==> src/include/vef_pkg.sv <==
// constants, field layout and carrier types of the video error flag collector
package vef_pkg;

	localparam int VEF_ADDR_W = 8;
	localparam int VEF_DATA_W = 16;
	localparam int VEF_FLAG_W = 7;

	// register offsets
	localparam logic [VEF_ADDR_W-1:0] VEF_ERROR_FLAGS_ADDR = 8'h01;
	localparam logic [VEF_ADDR_W-1:0] VEF_ERROR_DETECT_MASK_ADDR = 8'h25;
	localparam logic [VEF_ADDR_W-1:0] VEF_IRQ_STATUS_ADDR = 8'h26;
	localparam logic [VEF_ADDR_W-1:0] VEF_IRQ_ENABLE_ADDR = 8'h27;
	localparam logic [VEF_ADDR_W-1:0] VEF_CONTROL_ADDR = 8'h28;

	// bit positions in the flag, mask and irq registers
	localparam int VEF_END_ACTIVE_VIDEO_BIT = 0;
	localparam int VEF_START_ACTIVE_VIDEO_BIT = 1;
	localparam int VEF_CHECKSUM_BIT = 2;
	localparam int VEF_LOCK_BIT = 3;
	localparam int VEF_ACTIVE_PICTURE_CRC_BIT = 4;
	localparam int VEF_FULL_FIELD_CRC_BIT = 5;
	localparam int VEF_STANDARD_MISMATCH_BIT = 6;

	// control register fields
	localparam int VEF_CTRL_MODE_LSB = 0;
	localparam int VEF_CTRL_MANUAL_BIT = 2;

	// reset values
	localparam logic [VEF_FLAG_W-1:0] VEF_FLAGS_RESET = 7'h00;
	localparam logic [VEF_FLAG_W-1:0] VEF_MASK_RESET = 7'h00;
	localparam logic [VEF_DATA_W-1:0] VEF_RDATA_RESET = 16'h0000;
	localparam logic VEF_LOCKED_RESET = 1'b0;
	localparam logic VEF_BYPASS_N_RESET = 1'b1;
	localparam logic VEF_MANUAL_RESET = 1'b0;

	typedef enum logic [1:0] {
		VEF_MODE_SMPTE = 2'b00,
		VEF_MODE_DVB_ASI = 2'b01,
		VEF_MODE_DATA_THROUGH = 2'b10
	} vef_mode_e;

	// register access from the host port
	typedef struct packed {
		logic [VEF_ADDR_W-1:0] addr;
		logic [VEF_DATA_W-1:0] wdata;
		logic wr;
		logic rd;
	} vef_bus_s;

	// one-cycle error and flag clear events from the video path logic
	typedef struct packed {
		logic end_active_video;
		logic start_active_video;
		logic checksum;
		logic active_picture_crc;
		logic full_field_crc;
		logic pid_v0_mismatch;
		logic pid_v1_mismatch;
		logic field_start;
		logic standard_change;
	} vef_evt_s;

endpackage

==> src/vef_collector.sv <==
// error flag collection, masking, summary pin and host registers of the video receiver
//
// Added by the designer: the strobed register port.
`timescale 1ns/1ns
`default_nettype none

module vef_collector
	import vef_pkg::*;
#(
	parameter int ADDR_W = vef_pkg::VEF_ADDR_W,
	parameter int DATA_W = vef_pkg::VEF_DATA_W
) (
	input wire logic clk_in,
	input wire logic rst_in,
	input wire logic ce_in,
	input wire vef_pkg::vef_bus_s bus_in,
	output logic [vef_pkg::VEF_DATA_W-1:0] rdata_out,
	input wire vef_pkg::vef_evt_s evt_in,
	input wire logic locked_in,
	input wire logic video_processing_bypass_n_in,
	output logic data_error_n_out,
	output logic irq_out
);
	import vef_pkg::*;

	// the register map and field layout are fixed by the package
	if (ADDR_W != VEF_ADDR_W || DATA_W != VEF_DATA_W) begin : g_bad_width
		$error("vef_collector: address and data widths must match the package");
	end

	// widen a flag vector onto the data bus, unused upper bits read zero
	function automatic logic [VEF_DATA_W-1:0] to_word(input logic [VEF_FLAG_W-1:0] v);
		to_word = {{(VEF_DATA_W-VEF_FLAG_W){1'b0}}, v};
	endfunction

	// register access decode, used by the write decodes and the flag read clear
	function automatic logic hit(input vef_bus_s b, input logic [VEF_ADDR_W-1:0] a);
		hit = (b.addr == a);
	endfunction

	logic locked_s1, locked_s2, locked_s3, locked_stable;
	logic bypass_s1, bypass_s2, bypass_s3, bypass_n_stable;
	logic [VEF_FLAG_W-1:0] error_flags;
	logic [VEF_FLAG_W-1:0] error_detect_mask;
	logic [VEF_FLAG_W-1:0] irq_status;
	logic [VEF_FLAG_W-1:0] irq_enable;
	vef_mode_e mode;
	logic manual_mode;
	logic [VEF_FLAG_W-1:0] next_error_flags;
	logic [VEF_FLAG_W-1:0] raw_events;
	logic [VEF_FLAG_W-1:0] set_events;
	logic [VEF_FLAG_W-1:0] next_irq_status;
	logic smpte_active;
	logic event_clear;
	logic level_clear;
	logic read_flags;
	vef_mode_e wr_mode;

	// pin synchronisers; a change counts once the second and third stages agree
	always_ff @(posedge clk_in or posedge rst_in) begin
		if (rst_in) begin
			locked_s1 <= VEF_LOCKED_RESET;
			locked_s2 <= VEF_LOCKED_RESET;
			locked_s3 <= VEF_LOCKED_RESET;
			locked_stable <= VEF_LOCKED_RESET;
			bypass_s1 <= VEF_BYPASS_N_RESET;
			bypass_s2 <= VEF_BYPASS_N_RESET;
			bypass_s3 <= VEF_BYPASS_N_RESET;
			bypass_n_stable <= VEF_BYPASS_N_RESET;
		end else if (ce_in) begin
			locked_s1 <= locked_in;
			locked_s2 <= locked_s1;
			locked_s3 <= locked_s2;
			bypass_s1 <= video_processing_bypass_n_in;
			bypass_s2 <= bypass_s1;
			bypass_s3 <= bypass_s2;
			if (locked_s2 == locked_s3) begin
				locked_stable <= locked_s3;
			end
			if (bypass_s2 == bypass_s3) begin
				bypass_n_stable <= bypass_s3;
			end
		end
	end

	// detection of video errors runs only while processing SMPTE video
	assign smpte_active = (mode == VEF_MODE_SMPTE) && locked_stable;

	// gather the raw error events into the flag layout
	always_comb begin
		raw_events = VEF_FLAGS_RESET;
		raw_events[VEF_END_ACTIVE_VIDEO_BIT] = evt_in.end_active_video;
		raw_events[VEF_START_ACTIVE_VIDEO_BIT] = evt_in.start_active_video;
		raw_events[VEF_CHECKSUM_BIT] = evt_in.checksum;
		raw_events[VEF_ACTIVE_PICTURE_CRC_BIT] = evt_in.active_picture_crc;
		raw_events[VEF_FULL_FIELD_CRC_BIT] = evt_in.full_field_crc;
		// either payload identifier version may flag the mismatch
		raw_events[VEF_STANDARD_MISMATCH_BIT] =
			evt_in.pid_v0_mismatch | evt_in.pid_v1_mismatch;
		// lock is a level, not an event, and is checked in every mode
		raw_events[VEF_LOCK_BIT] = 1'b0;
	end

	// a mask bit high stops that error from ever being flagged
	assign set_events = smpte_active ? (raw_events & ~error_detect_mask) : VEF_FLAGS_RESET;

	assign read_flags = bus_in.rd && hit(bus_in, VEF_ERROR_FLAGS_ADDR);
	assign event_clear = read_flags || evt_in.field_start || evt_in.standard_change;
	// level clears hold every flag but lock down and win over any event in the same cycle
	assign level_clear = !locked_stable || (manual_mode && !bypass_n_stable);

	// next flag value: a new event outranks the read or field clear
	always_comb begin
		next_error_flags = error_flags;
		if (event_clear) begin
			next_error_flags = VEF_FLAGS_RESET;
		end
		next_error_flags = next_error_flags | set_events;
		if (level_clear) begin
			next_error_flags = VEF_FLAGS_RESET;
		end
		next_error_flags[VEF_LOCK_BIT] =
			!locked_stable && !error_detect_mask[VEF_LOCK_BIT];
	end

	// error status register; reset drops every bit including lock
	always_ff @(posedge clk_in or posedge rst_in) begin
		if (rst_in) begin
			error_flags <= VEF_FLAGS_RESET;
		end else if (ce_in) begin
			error_flags <= next_error_flags;
		end
	end

	// summary pin taken from the next flags so it lines up with the register
	always_ff @(posedge clk_in or posedge rst_in) begin
		if (rst_in) begin
			data_error_n_out <= 1'b1;
		end else if (ce_in) begin
			data_error_n_out <= ~(|next_error_flags);
		end
	end

	// mask register, host writable
	always_ff @(posedge clk_in or posedge rst_in) begin
		if (rst_in) begin
			error_detect_mask <= VEF_MASK_RESET;
		end else if (ce_in && bus_in.wr && hit(bus_in, VEF_ERROR_DETECT_MASK_ADDR)) begin
			error_detect_mask <= bus_in.wdata[VEF_FLAG_W-1:0];
		end
	end

	// mode and manual select; an unknown mode code is kept as data-through
	always_comb begin
		case (bus_in.wdata[VEF_CTRL_MODE_LSB +: $bits(vef_mode_e)])
			VEF_MODE_SMPTE: wr_mode = VEF_MODE_SMPTE;
			VEF_MODE_DVB_ASI: wr_mode = VEF_MODE_DVB_ASI;
			default: wr_mode = VEF_MODE_DATA_THROUGH;
		endcase
	end

	always_ff @(posedge clk_in or posedge rst_in) begin
		if (rst_in) begin
			mode <= VEF_MODE_SMPTE;
			manual_mode <= VEF_MANUAL_RESET;
		end else if (ce_in && bus_in.wr && hit(bus_in, VEF_CONTROL_ADDR)) begin
			mode <= wr_mode;
			manual_mode <= bus_in.wdata[VEF_CTRL_MANUAL_BIT];
		end
	end

	// interrupt status: rising flags set sticky bits, a written one clears
	always_comb begin
		next_irq_status = irq_status;
		if (bus_in.wr && hit(bus_in, VEF_IRQ_STATUS_ADDR)) begin
			next_irq_status = irq_status & ~bus_in.wdata[VEF_FLAG_W-1:0];
		end
		// set after clear so a coincident event is kept
		next_irq_status = next_irq_status | (next_error_flags & ~error_flags);
	end

	always_ff @(posedge clk_in or posedge rst_in) begin
		if (rst_in) begin
			irq_status <= VEF_FLAGS_RESET;
		end else if (ce_in) begin
			irq_status <= next_irq_status;
		end
	end

	always_ff @(posedge clk_in or posedge rst_in) begin
		if (rst_in) begin
			irq_enable <= VEF_MASK_RESET;
		end else if (ce_in && bus_in.wr && hit(bus_in, VEF_IRQ_ENABLE_ADDR)) begin
			irq_enable <= bus_in.wdata[VEF_FLAG_W-1:0];
		end
	end

	// level interrupt, registered from the next status
	always_ff @(posedge clk_in or posedge rst_in) begin
		if (rst_in) begin
			irq_out <= 1'b0;
		end else if (ce_in) begin
			irq_out <= |(next_irq_status & irq_enable);
		end
	end

	// read data valid the cycle after the strobe, zero otherwise
	always_ff @(posedge clk_in or posedge rst_in) begin
		if (rst_in) begin
			rdata_out <= VEF_RDATA_RESET;
		end else if (ce_in) begin
			rdata_out <= VEF_RDATA_RESET;
			if (bus_in.rd) begin
				case (bus_in.addr)
					VEF_ERROR_FLAGS_ADDR: rdata_out <= to_word(error_flags);
					VEF_ERROR_DETECT_MASK_ADDR: rdata_out <= to_word(error_detect_mask);
					VEF_IRQ_STATUS_ADDR: rdata_out <= to_word(irq_status);
					VEF_IRQ_ENABLE_ADDR: rdata_out <= to_word(irq_enable);
					VEF_CONTROL_ADDR: rdata_out <= {{(VEF_DATA_W-$bits(vef_mode_e)-1){1'b0}},
						manual_mode, mode};
					default: rdata_out <= VEF_RDATA_RESET;
				endcase
			end
		end
	end

endmodule

`default_nettype wire

==> config.mk <==
export PLATFORM = sky130hd
export DESIGN_NAME = vef_collector
export DESIGN_NICKNAME = d
export VERILOG_FILES = /design/src/include/vef_pkg.sv /design/src/vef_collector.sv
export SDC_FILE = /design/constraint.sdc
export NUM_CORES = 1
export LEC_CHECK = 0
export BUFFER_PORTS_ARGS = -buffer_cell sky130_fd_sc_hd__buf_4
export CORE_MARGIN = 3
export CORE_UTILIZATION = 25
export DETAILED_ROUTE_END_ITERATION = 16
export SKIP_LAST_GASP = 1
export SLEW_MARGIN = 10
export SYNTH_ARGS = -nofsm -noshare
export SYNTH_HDL_FRONTEND = slang
export SYNTH_SLANG_ARGS = --single-unit
==> constraint.sdc <==
create_clock -name clk_in -period 2.89 [get_ports clk_in]
set_input_delay 0.578 -clock clk_in [delete_from_list [all_inputs] [get_ports clk_in]]
set_output_delay 0.578 -clock clk_in [all_outputs]
set_load 0.01 [all_outputs]
# Word-level counts from Yosys, hierarchy flattened
# Cells that the tools add are included.
dict set report totals {
  reg_bits 57
  out_inout_bits 18
  wordCells 64
}
dict set report classes {
  n_eq_ne 8
  mux 7
  bitwise_logic 11
  reduce_logical 21
}
# cell n
set ops {}
lappend ops {{$mux 7} 5}
lappend ops {{$pmux 7 s5} 1}
lappend ops {{$eq 8x6->1 const B} 4}
lappend ops {{$and 7x7->7} 4}
lappend ops {{$not 7->7} 3}
lappend ops {{$or 7x7->7} 2}
lappend ops {{$reduce_or 7->1} 2}
lappend ops {{$logic_and 1x1->1} 9}
lappend ops {{$eq 8x1->1 const B} 1}
lappend ops {{$logic_not 2->1} 2}
lappend ops {{$pmux 2 s2} 1}
lappend ops {{$reduce_and 2->1} 2}
lappend ops {{$logic_not 1->1} 3}
lappend ops {{$logic_or 1x1->1} 3}
lappend ops {{$eq 1x1->1} 2}
lappend ops {{$eq 2x1->1 const B} 1}
lappend ops {{$not 1->1} 1}
lappend ops {{$or 1x1->1} 1}

# Logic depth before layout (Yosys ltp)
# Gate-level depths: netlist of the first run.
dict set report depth {
  depth_word 11
  depth_mapped 7
  ltp_nobuf 5
}

# Worst setup path after synthesis of the first run
# OpenSTA, ideal clock, no wires.
dict set report synth_timing {
  path_type {in2reg}
  startpoint {input bus_in[22] (netlist bit)}
  endpoint {register irq_out}
  setup_time_ps 144
  t_arrival_ps 1886
  required_ps 2746
  slack_ps 860
  stages 7
  path_buffers 2
  path_cell_list {or3_4 -> buf_6 -> nor3_4 -> buf_6 -> nand3_2 -> a311oi_1 -> a41oi_1}
}
dict set report synth_between {
  elab_chain_cells 11
}
# element line_no
set synth_rtl {}
lappend synth_rtl {{start, declared} vef_collector.sv:16} ;# input wire vef_pkg::vef_bus_s bus_in,
lappend synth_rtl {{$eq 8x1->1} vef_collector.sv:38} ;# hit = (b.addr == a);
lappend synth_rtl {{$logic_and 1x1->1} vef_collector.sv:107} ;# assign read_flags = bus_in.rd && hit(bus_in, VEF_ERROR_FLAGS_ADDR);
lappend synth_rtl {{$logic_or 1x1->1 (2 in a row)} vef_collector.sv:108} ;# assign event_clear = read_flags || evt_in.field_start || evt_in.standard_change;
lappend synth_rtl {{$mux 7} vef_collector.sv:115} ;# if (event_clear) begin
lappend synth_rtl {{$or 7x7->7} vef_collector.sv:118} ;# next_error_flags = next_error_flags | set_events;
lappend synth_rtl {{$mux 7} vef_collector.sv:119} ;# if (level_clear) begin
lappend synth_rtl {{$and 7x7->7} vef_collector.sv:179} ;# next_irq_status = next_irq_status | (next_error_flags & ~error_flags);
lappend synth_rtl {{$or 7x7->7 *} vef_collector.sv:179}
lappend synth_rtl {{$and 7x7->7 *} vef_collector.sv:203} ;# irq_out <= |(next_irq_status & irq_enable);
lappend synth_rtl {{$reduce_or 7->1 *} vef_collector.sv:203}
lappend synth_rtl {{end signal, assigned} vef_collector.sv:203}
lappend synth_rtl {{end, declared} vef_collector.sv:22} ;# output logic irq_out
# Every way passes the cells marked *; elsewhere a longest branch is shown, timed or not.
# A chain may end at the register's enable or synchronous reset.

# Final worst setup path of the first run
# Ends and elaborated chain as after synthesis.

==> out/results.ini, run 1 <==
[timing]
max-slew-margin-rel_pct=62.2
finalSetupViolCount=0
rsz0062_at_grt=no
final.setup.tns_ns=0
finClkSkew_ns=0.00703
period_share_pct=76.4
layout_setup_ws_ns=0.683
finalCriticalPeriod_ns=2.21
hold_viol=0
maxSlewViolCount=0
max_freq_ghz=0.453
hold_slack_ns=0.301
worstMarginPinSlew_ns=0.562

[drt]
dr.pass1.iters=4
drc=0
via_per_inst=4.95
num_vias=2051
wire_per_inst_um=16.2
ant_nets=0
routed_wl_um=6720
drt_iter0_markers=146

[synthesis]
syn_area_per_cell_um2=11.0
synthCells=238
seq_area_frac_synth_pct=46.2
synthArstFlopShare_pct=100
synth_cell_types=57
synth_area_mm2=0.00261
synth_edf_count=0
ys_seq_elements=48
ys.flop_type=dfrtp_1
yosysWarnings=0

[placed_design]
gp_congestion=0.807
place_ws_ns=0.404
port_buffers=39
place_inst=406
placed_cell_area_mm2=0.00299
dp_hpwl_um=4950

[global_route]
grt_max_degree=34
track_usage_pct=11.9
grt_pass1_vias=1974
use_met1_pct=16.0
grt_use_met3_pct=2.39
grt_pass1_wl_um=10600
busiest_layer=met2
grt_use_met2_pct=18.9
overflow=0
antenna_found_initial=0

[clock_tree]
cts_tree=yes
clock_sinks=48
clock_path_buffers=2
cts-root-buf=clkbuf_8
insertion_delay_ns=0.30
holdBufCountCts=0
htreeDepth=2
cts_buffers=5
cts.repair.resized=0
path_clk_slew_ns=0.09
cts_setup_buffers=0

[final_layout]
multi_input_area_mm2=0.00122
layoutNonFillerInstCount=414
area_delta_synth_final_pct=18.3
drive_gt1_share_pct=32.0
final_area_mm2=0.00309
antenna-diode-count=0
nNetsFinal=320
fillCellCount=1020
seq_area_mm2=0.00121

[die]
core-area_mm2=0.00995
initial_core_util_pct=26.2
die_w_um=108
fp-row-count=36
fp.dieArea_mm2=0.0117
pin_count=58
die_h_um=108

[power_and_ir_drop]
p_comb_share_pct=13.7
leakagePower_nw=1.36
seqPwrFrac_pct=55.5
intPower_mw=1.05
power_switching_mw=0.364
pwr_density_cell_mw_per_mm2=459
clock_power_share_pct=30.8
p_sw_share_pct=25.7
ir_drop_uv=150

[worst_setup_path]
worstPathCellList=buf_4 -> or3_4 -> nor3_4 -> a31oi_1 -> a311oi_1 -> a41oi_1
max_stage_delay_ns=0.47
critPathCaptureType=register
cp_data_arrival_time_ns=2.37
critical_path.max_fanout=11
cp-start-kind=input pin
worst-setup-path-type=in2reg
crit_required_ns=3.05
worst_path_max_delay_cell=nor3_4

[status]
status=finished, final reports clean

[hold_path]
hp-class=in2async

[flow_run]
drv_cap=0

==> routing by layer <==
metal | vias up | share of wire (%)
li1 | 953 | -
met1 | 1014 | 44
met2 | 72 | 47
met3 | 12 | 6.4
met4 | 0 | 2.1
met5 | - | 0
==> logic make-up (layout without fill, tap and decap cells) <==
kind of cell	count (synthesis)	count (layout)	synth area share [%]
buf+inv	32	67	8.29
compound gates	66	66	18.7
other cells	1	9	0.144
simple gates	69	69	16.9
mux	22	22	9.77
flops	48	48	46.2
==> placed cells by master, fill, tap and decap left out, types with 6 or more instances in the layout <==
master    instances
conb_1            9
nor2_1            6
a22o_1            9
clkbuf_8          7
mux2_2           17
o21ai_0          13
inv_1            11
a21oi_1           6
nand2_1          21
dfrtp_1          43
buf_4            47
a31oi_1           6
nor2b_1           8
==> stage by stage <==
stage	utilization (%)	total power, mW
floorplan	-	0.916
global placement	30.0	0.987
detailed placement	30.0	0.995
CTS	31.0	1.43
global route	31.0	1.49
finish	31.0	1.42
==> sequential cells by signal (all words and copies together) (netlist names) <==
name,count
locked_s3,1
manual_mode,1
irq_out,1
bypass_s2,1
bypass_s3,1
bypass_n_stable,1
error_flags,7
locked_s1,1
rdata_out,7
locked_stable,1
error_detect_mask,7
irq_status,7
data_error_n_out,1
mode,2
locked_s2,1
irq_enable,7
bypass_s1,1
==> Yosys cell counts (2+ instances only) <==
cell,count,area share (%)
a21oi_1,6,1.1
a222oi_1,3,1.1
a22o_1,9,3.0
a22o_2,4,1.5
a22oi_1,3,0.86
a311oi_1,2,0.67
a31oi_1,6,1.4
and3b_1,3,1.0
and4b_1,2,0.77
buf_2,2,0.38
buf_4,9,2.6
buf_6,8,3.4
dfrtp_1,43,41
dfstp_2,5,5.0
inv_1,12,1.7
mux2_1,3,1.3
mux2_2,17,7.3
mux2_4,2,1.1
nand2_1,21,3.0
nand2b_1,4,0.96
nor2_1,6,0.86
nor2b_1,8,1.9
nor3_1,3,0.57
nor3b_1,3,0.86
nor4b_1,2,0.67
nor4bb_1,2,0.77
o21a_1,3,0.86
o21ai_0,13,2.5
o22ai_1,3,0.72
o2bb2ai_1,4,1.3
==> critical path, delay by kind of cell <==
kind | cells | cell delay, ns
AO/OA/AOI/OAI | 3 | 0.77
buffers and inverters | 1 | 0.11
AND/OR/NAND/NOR | 2 | 0.92
==> worst paths after layout <==
| path | start | end | slack, ns | depth (start not counted) |
|---|---|---|---|---|
| max in group asynchronous | rst_in | rdata_out[4]$_DFFE_PP0P_ | 1.96 | 3 |
| worst max register to register | bypass_n_stable$_DFFE_PP1P_ | data_error_n_out$_DFFE_PP1P_ | 0.86 | 5 |
| worst min register to register | locked_s3$_DFFE_PP0P_ | locked_stable$_DFFE_PP0P_ | 0.50 | 2 |
| min in group clk_in | locked_s3$_DFFE_PP0P_ | locked_stable$_DFFE_PP0P_ | 0.50 | 2 |
| worst max-delay path | bus_in[22] | irq_out$_DFFE_PP0P_ | 0.68 | 6 |
| worst min-delay path | rst_in | irq_out$_DFFE_PP0P_ | 0.30 | 2 |
==> power by group through the flow <==
stage | Clock (mW) | Combinational, mW | Sequential (mW)
after floorplan | 0 | 0.130 | 0.786
after global placement | 0 | 0.191 | 0.796
after detailed placement | 0 | 0.196 | 0.799
after CTS | 0.448 | 0.197 | 0.786
after global routing | 0.474 | 0.218 | 0.795
final | 0.437 | 0.194 | 0.787
==> area by class of cell <==
| cell class | count | share of cell area [%] |
|---|---|---|
| clock buffers | 8 | 3.24 |
| inverters | 12 | 1.46 |
| multi-input cells | 166 | 39.4 |
| flip-flops and latches | 48 | 39.1 |
| well taps | 133 | 5.38 |
| repair buffers | 47 | 11.4 |
Power figures use the tool's default switching activity.
==> run 2, diff against run 1 <==
==> constraint.sdc (replaced) <==
create_clock -name clk_in -period 2.1 [get_ports clk_in]
set_input_delay 0.42 -clock clk_in [delete_from_list [all_inputs] [get_ports clk_in]]
set_output_delay 0.42 -clock clk_in [all_outputs]
set_load 0.01 [all_outputs]
==> run 2 against run 1 <==
Effect of this change:
- cell area increased by 3.8%
- via count decreased by 0.34%
- core utilization increased by 1.2 points
- global-route usage increased by 0.13 points
- total power increased by 43%
- flip-flop and latch count unchanged
- final cell count increased by 2.4%
- die area unchanged
- sequential share of layout area decreased by 1.4 points
- critical path depth decreased by 1
- register-to-register slack got worse by 0.73 ns
- largest cell class unchanged
- largest power group unchanged
==> out/results.ini, run 2 (synthesized netlist as in run 1, its figures left out) <==
[power_and_ir_drop]
power_mw=2.03
ir_drop_uv=249
pwr_density_cell_mw_per_mm2=634
leakagePower_nw=1.42

[die]
die_h_um=108
core-area_mm2=0.00995
die_w_um=108
pin_count=58
initial_core_util_pct=26.2
fp.dieArea_mm2=0.0117
fp-row-count=36

[placed_design]
gp_congestion=0.817
dp_hpwl_um=5170
place_ws_ns=0.0696
port_buffers=39

[global_route]
grt_pass1_vias=2047
grt_use_met2_pct=19.4
grt_use_met3_pct=2.51
overflow=0
track_usage_pct=12.1
grt_pass1_wl_um=10700
antenna_found_initial=0
busiest_layer=met2
use_met1_pct=15.9
grt_max_degree=30

[drt]
via_per_inst=4.82
drt_iter0_markers=139
ant_nets=0
routed_wl_um=6860
wire_per_inst_um=16.2
num_vias=2044
dr.pass1.iters=4
drc=0

[clock_tree]
clock_sinks=48
cts_setup_buffers=0
path_clk_slew_ns=0.09
clock_path_buffers=2
cts_tree=yes
insertion_delay_ns=0.30
cts-root-buf=clkbuf_8
cts_buffers=5
htreeDepth=2

[worst_setup_path]
max_stage_delay_ns=0.64
path_buf_inv=0
worstPathCellList=nor2b_1 -> or4b_2 -> a31oi_2 -> o21ai_0 -> a41o_1
crit_required_ns=2.33
cp-start-kind=register
critPathCaptureType=register
worst_path_max_delay_cell=or4b_2
worst-setup-path-type=reg2reg
critPathTopFamily=simple AND/OR/NAND/NOR gates
cp_data_arrival_time_ns=2.20
critical_path.max_fanout=3

[flow_run]
drv_cap=0

[timing]
finalSetupViolCount=0
max_freq_ghz=0.507
maxSlewViolCount=0
final.setup.tns_ns=0
layout_setup_ws_ns=0.128
finClkSkew_ns=0.00886
rsz0062_at_grt=no
finalCriticalPeriod_ns=1.97
hold_viol=0
period_share_pct=93.9

[hold_path]
hp-class=in2async

[final_layout]
area_delta_synth_final_pct=22.7
layout.cells.most_common_list=buf_4, dfrtp_1, nand2_1
drive_gt1_share_pct=35.1
fillCellCount=1018
final_common_cell=buf_4
antenna-diode-count=0
nNetsFinal=330

[status]
status=finished, final reports clean

==> run 2: layer usage <==
metal	vias to the layer above	part of all wire, %
li1	970	-
met1	998	45
met2	66	47
met3	10	5.6
met4	0	2.3
met5	-	0
==> run 2: worst register-to-register path, delay by kind of cell (launching register included) <==
| family | cells | cell delay [ns] |
|---|---|---|
| AO/OA/AOI/OAI | 3 | 0.66 |
| flip-flops | 1 | 0.55 |
| AND/OR/NAND/NOR | 2 | 0.70 |
==> run 2: final cells by class <==
| type | count | area [um2] | area share [%] |
|---|---|---|---|
| sequential | 48 | 1210 | 37.7 |
| inverter | 12 | 45.0 | 1.40 |
| timing repair buffer | 57 | 453 | 14.1 |
| tap | 133 | 166 | 5.19 |
| clock buffer | 6 | 72.6 | 2.26 |
| multi-input combinational | 166 | 1230 | 38.3 |
| clock inverter | 2 | 35.0 | 1.09 |
==> run 2: worst paths after layout <==
path	start	end	slack, ns	depth (start not counted)
worst max-delay path	bypass_n_stable$_DFFE_PP1P_	data_error_n_out$_DFFE_PP1P_	0.13	5
worst min-delay path	rst_in	error_flags[6]$_DFFE_PP0P_	0.13	2
worst max register to register	bypass_n_stable$_DFFE_PP1P_	data_error_n_out$_DFFE_PP1P_	0.13	5
worst min register to register	locked_s3$_DFFE_PP0P_	locked_stable$_DFFE_PP0P_	0.51	2
max in group asynchronous	rst_in	bypass_n_stable$_DFFE_PP1P_	1.39	3
min in group clk_in	video_processing_bypass_n_in	bypass_s1$_DFFE_PP1P_	0.35	2
==> run 2: repair_timing <==
action | CTS | global route
hold buffers | 0 | 0
resized for setup | 0 | 2
setup endpoints to repair | 0 | 3
==> run 2: stage by stage <==
| stage | hold WS (ns) | cell area [um2] | util, % | cells |
|---|---|---|---|---|
| floorplan | 0.459 | 2640 | - | 246 |
| global placement | 0.471 | 3090 | 31.0 | 416 |
| detailed placement | 0.469 | 3090 | 31.0 | 416 |
| CTS | 0.141 | 3200 | 32.1 | 424 |
| global route | 0.147 | 3210 | 32.2 | 424 |
| finish | 0.127 | 3210 | 32.2 | 424 |
==> run 2: where the power goes <==
part	switching (mW)	internal, mW	total [mW]
combinational	0.146	0.147	0.294
clock	0.309	0.354	0.663
sequential	0.0604	1.02	1.08
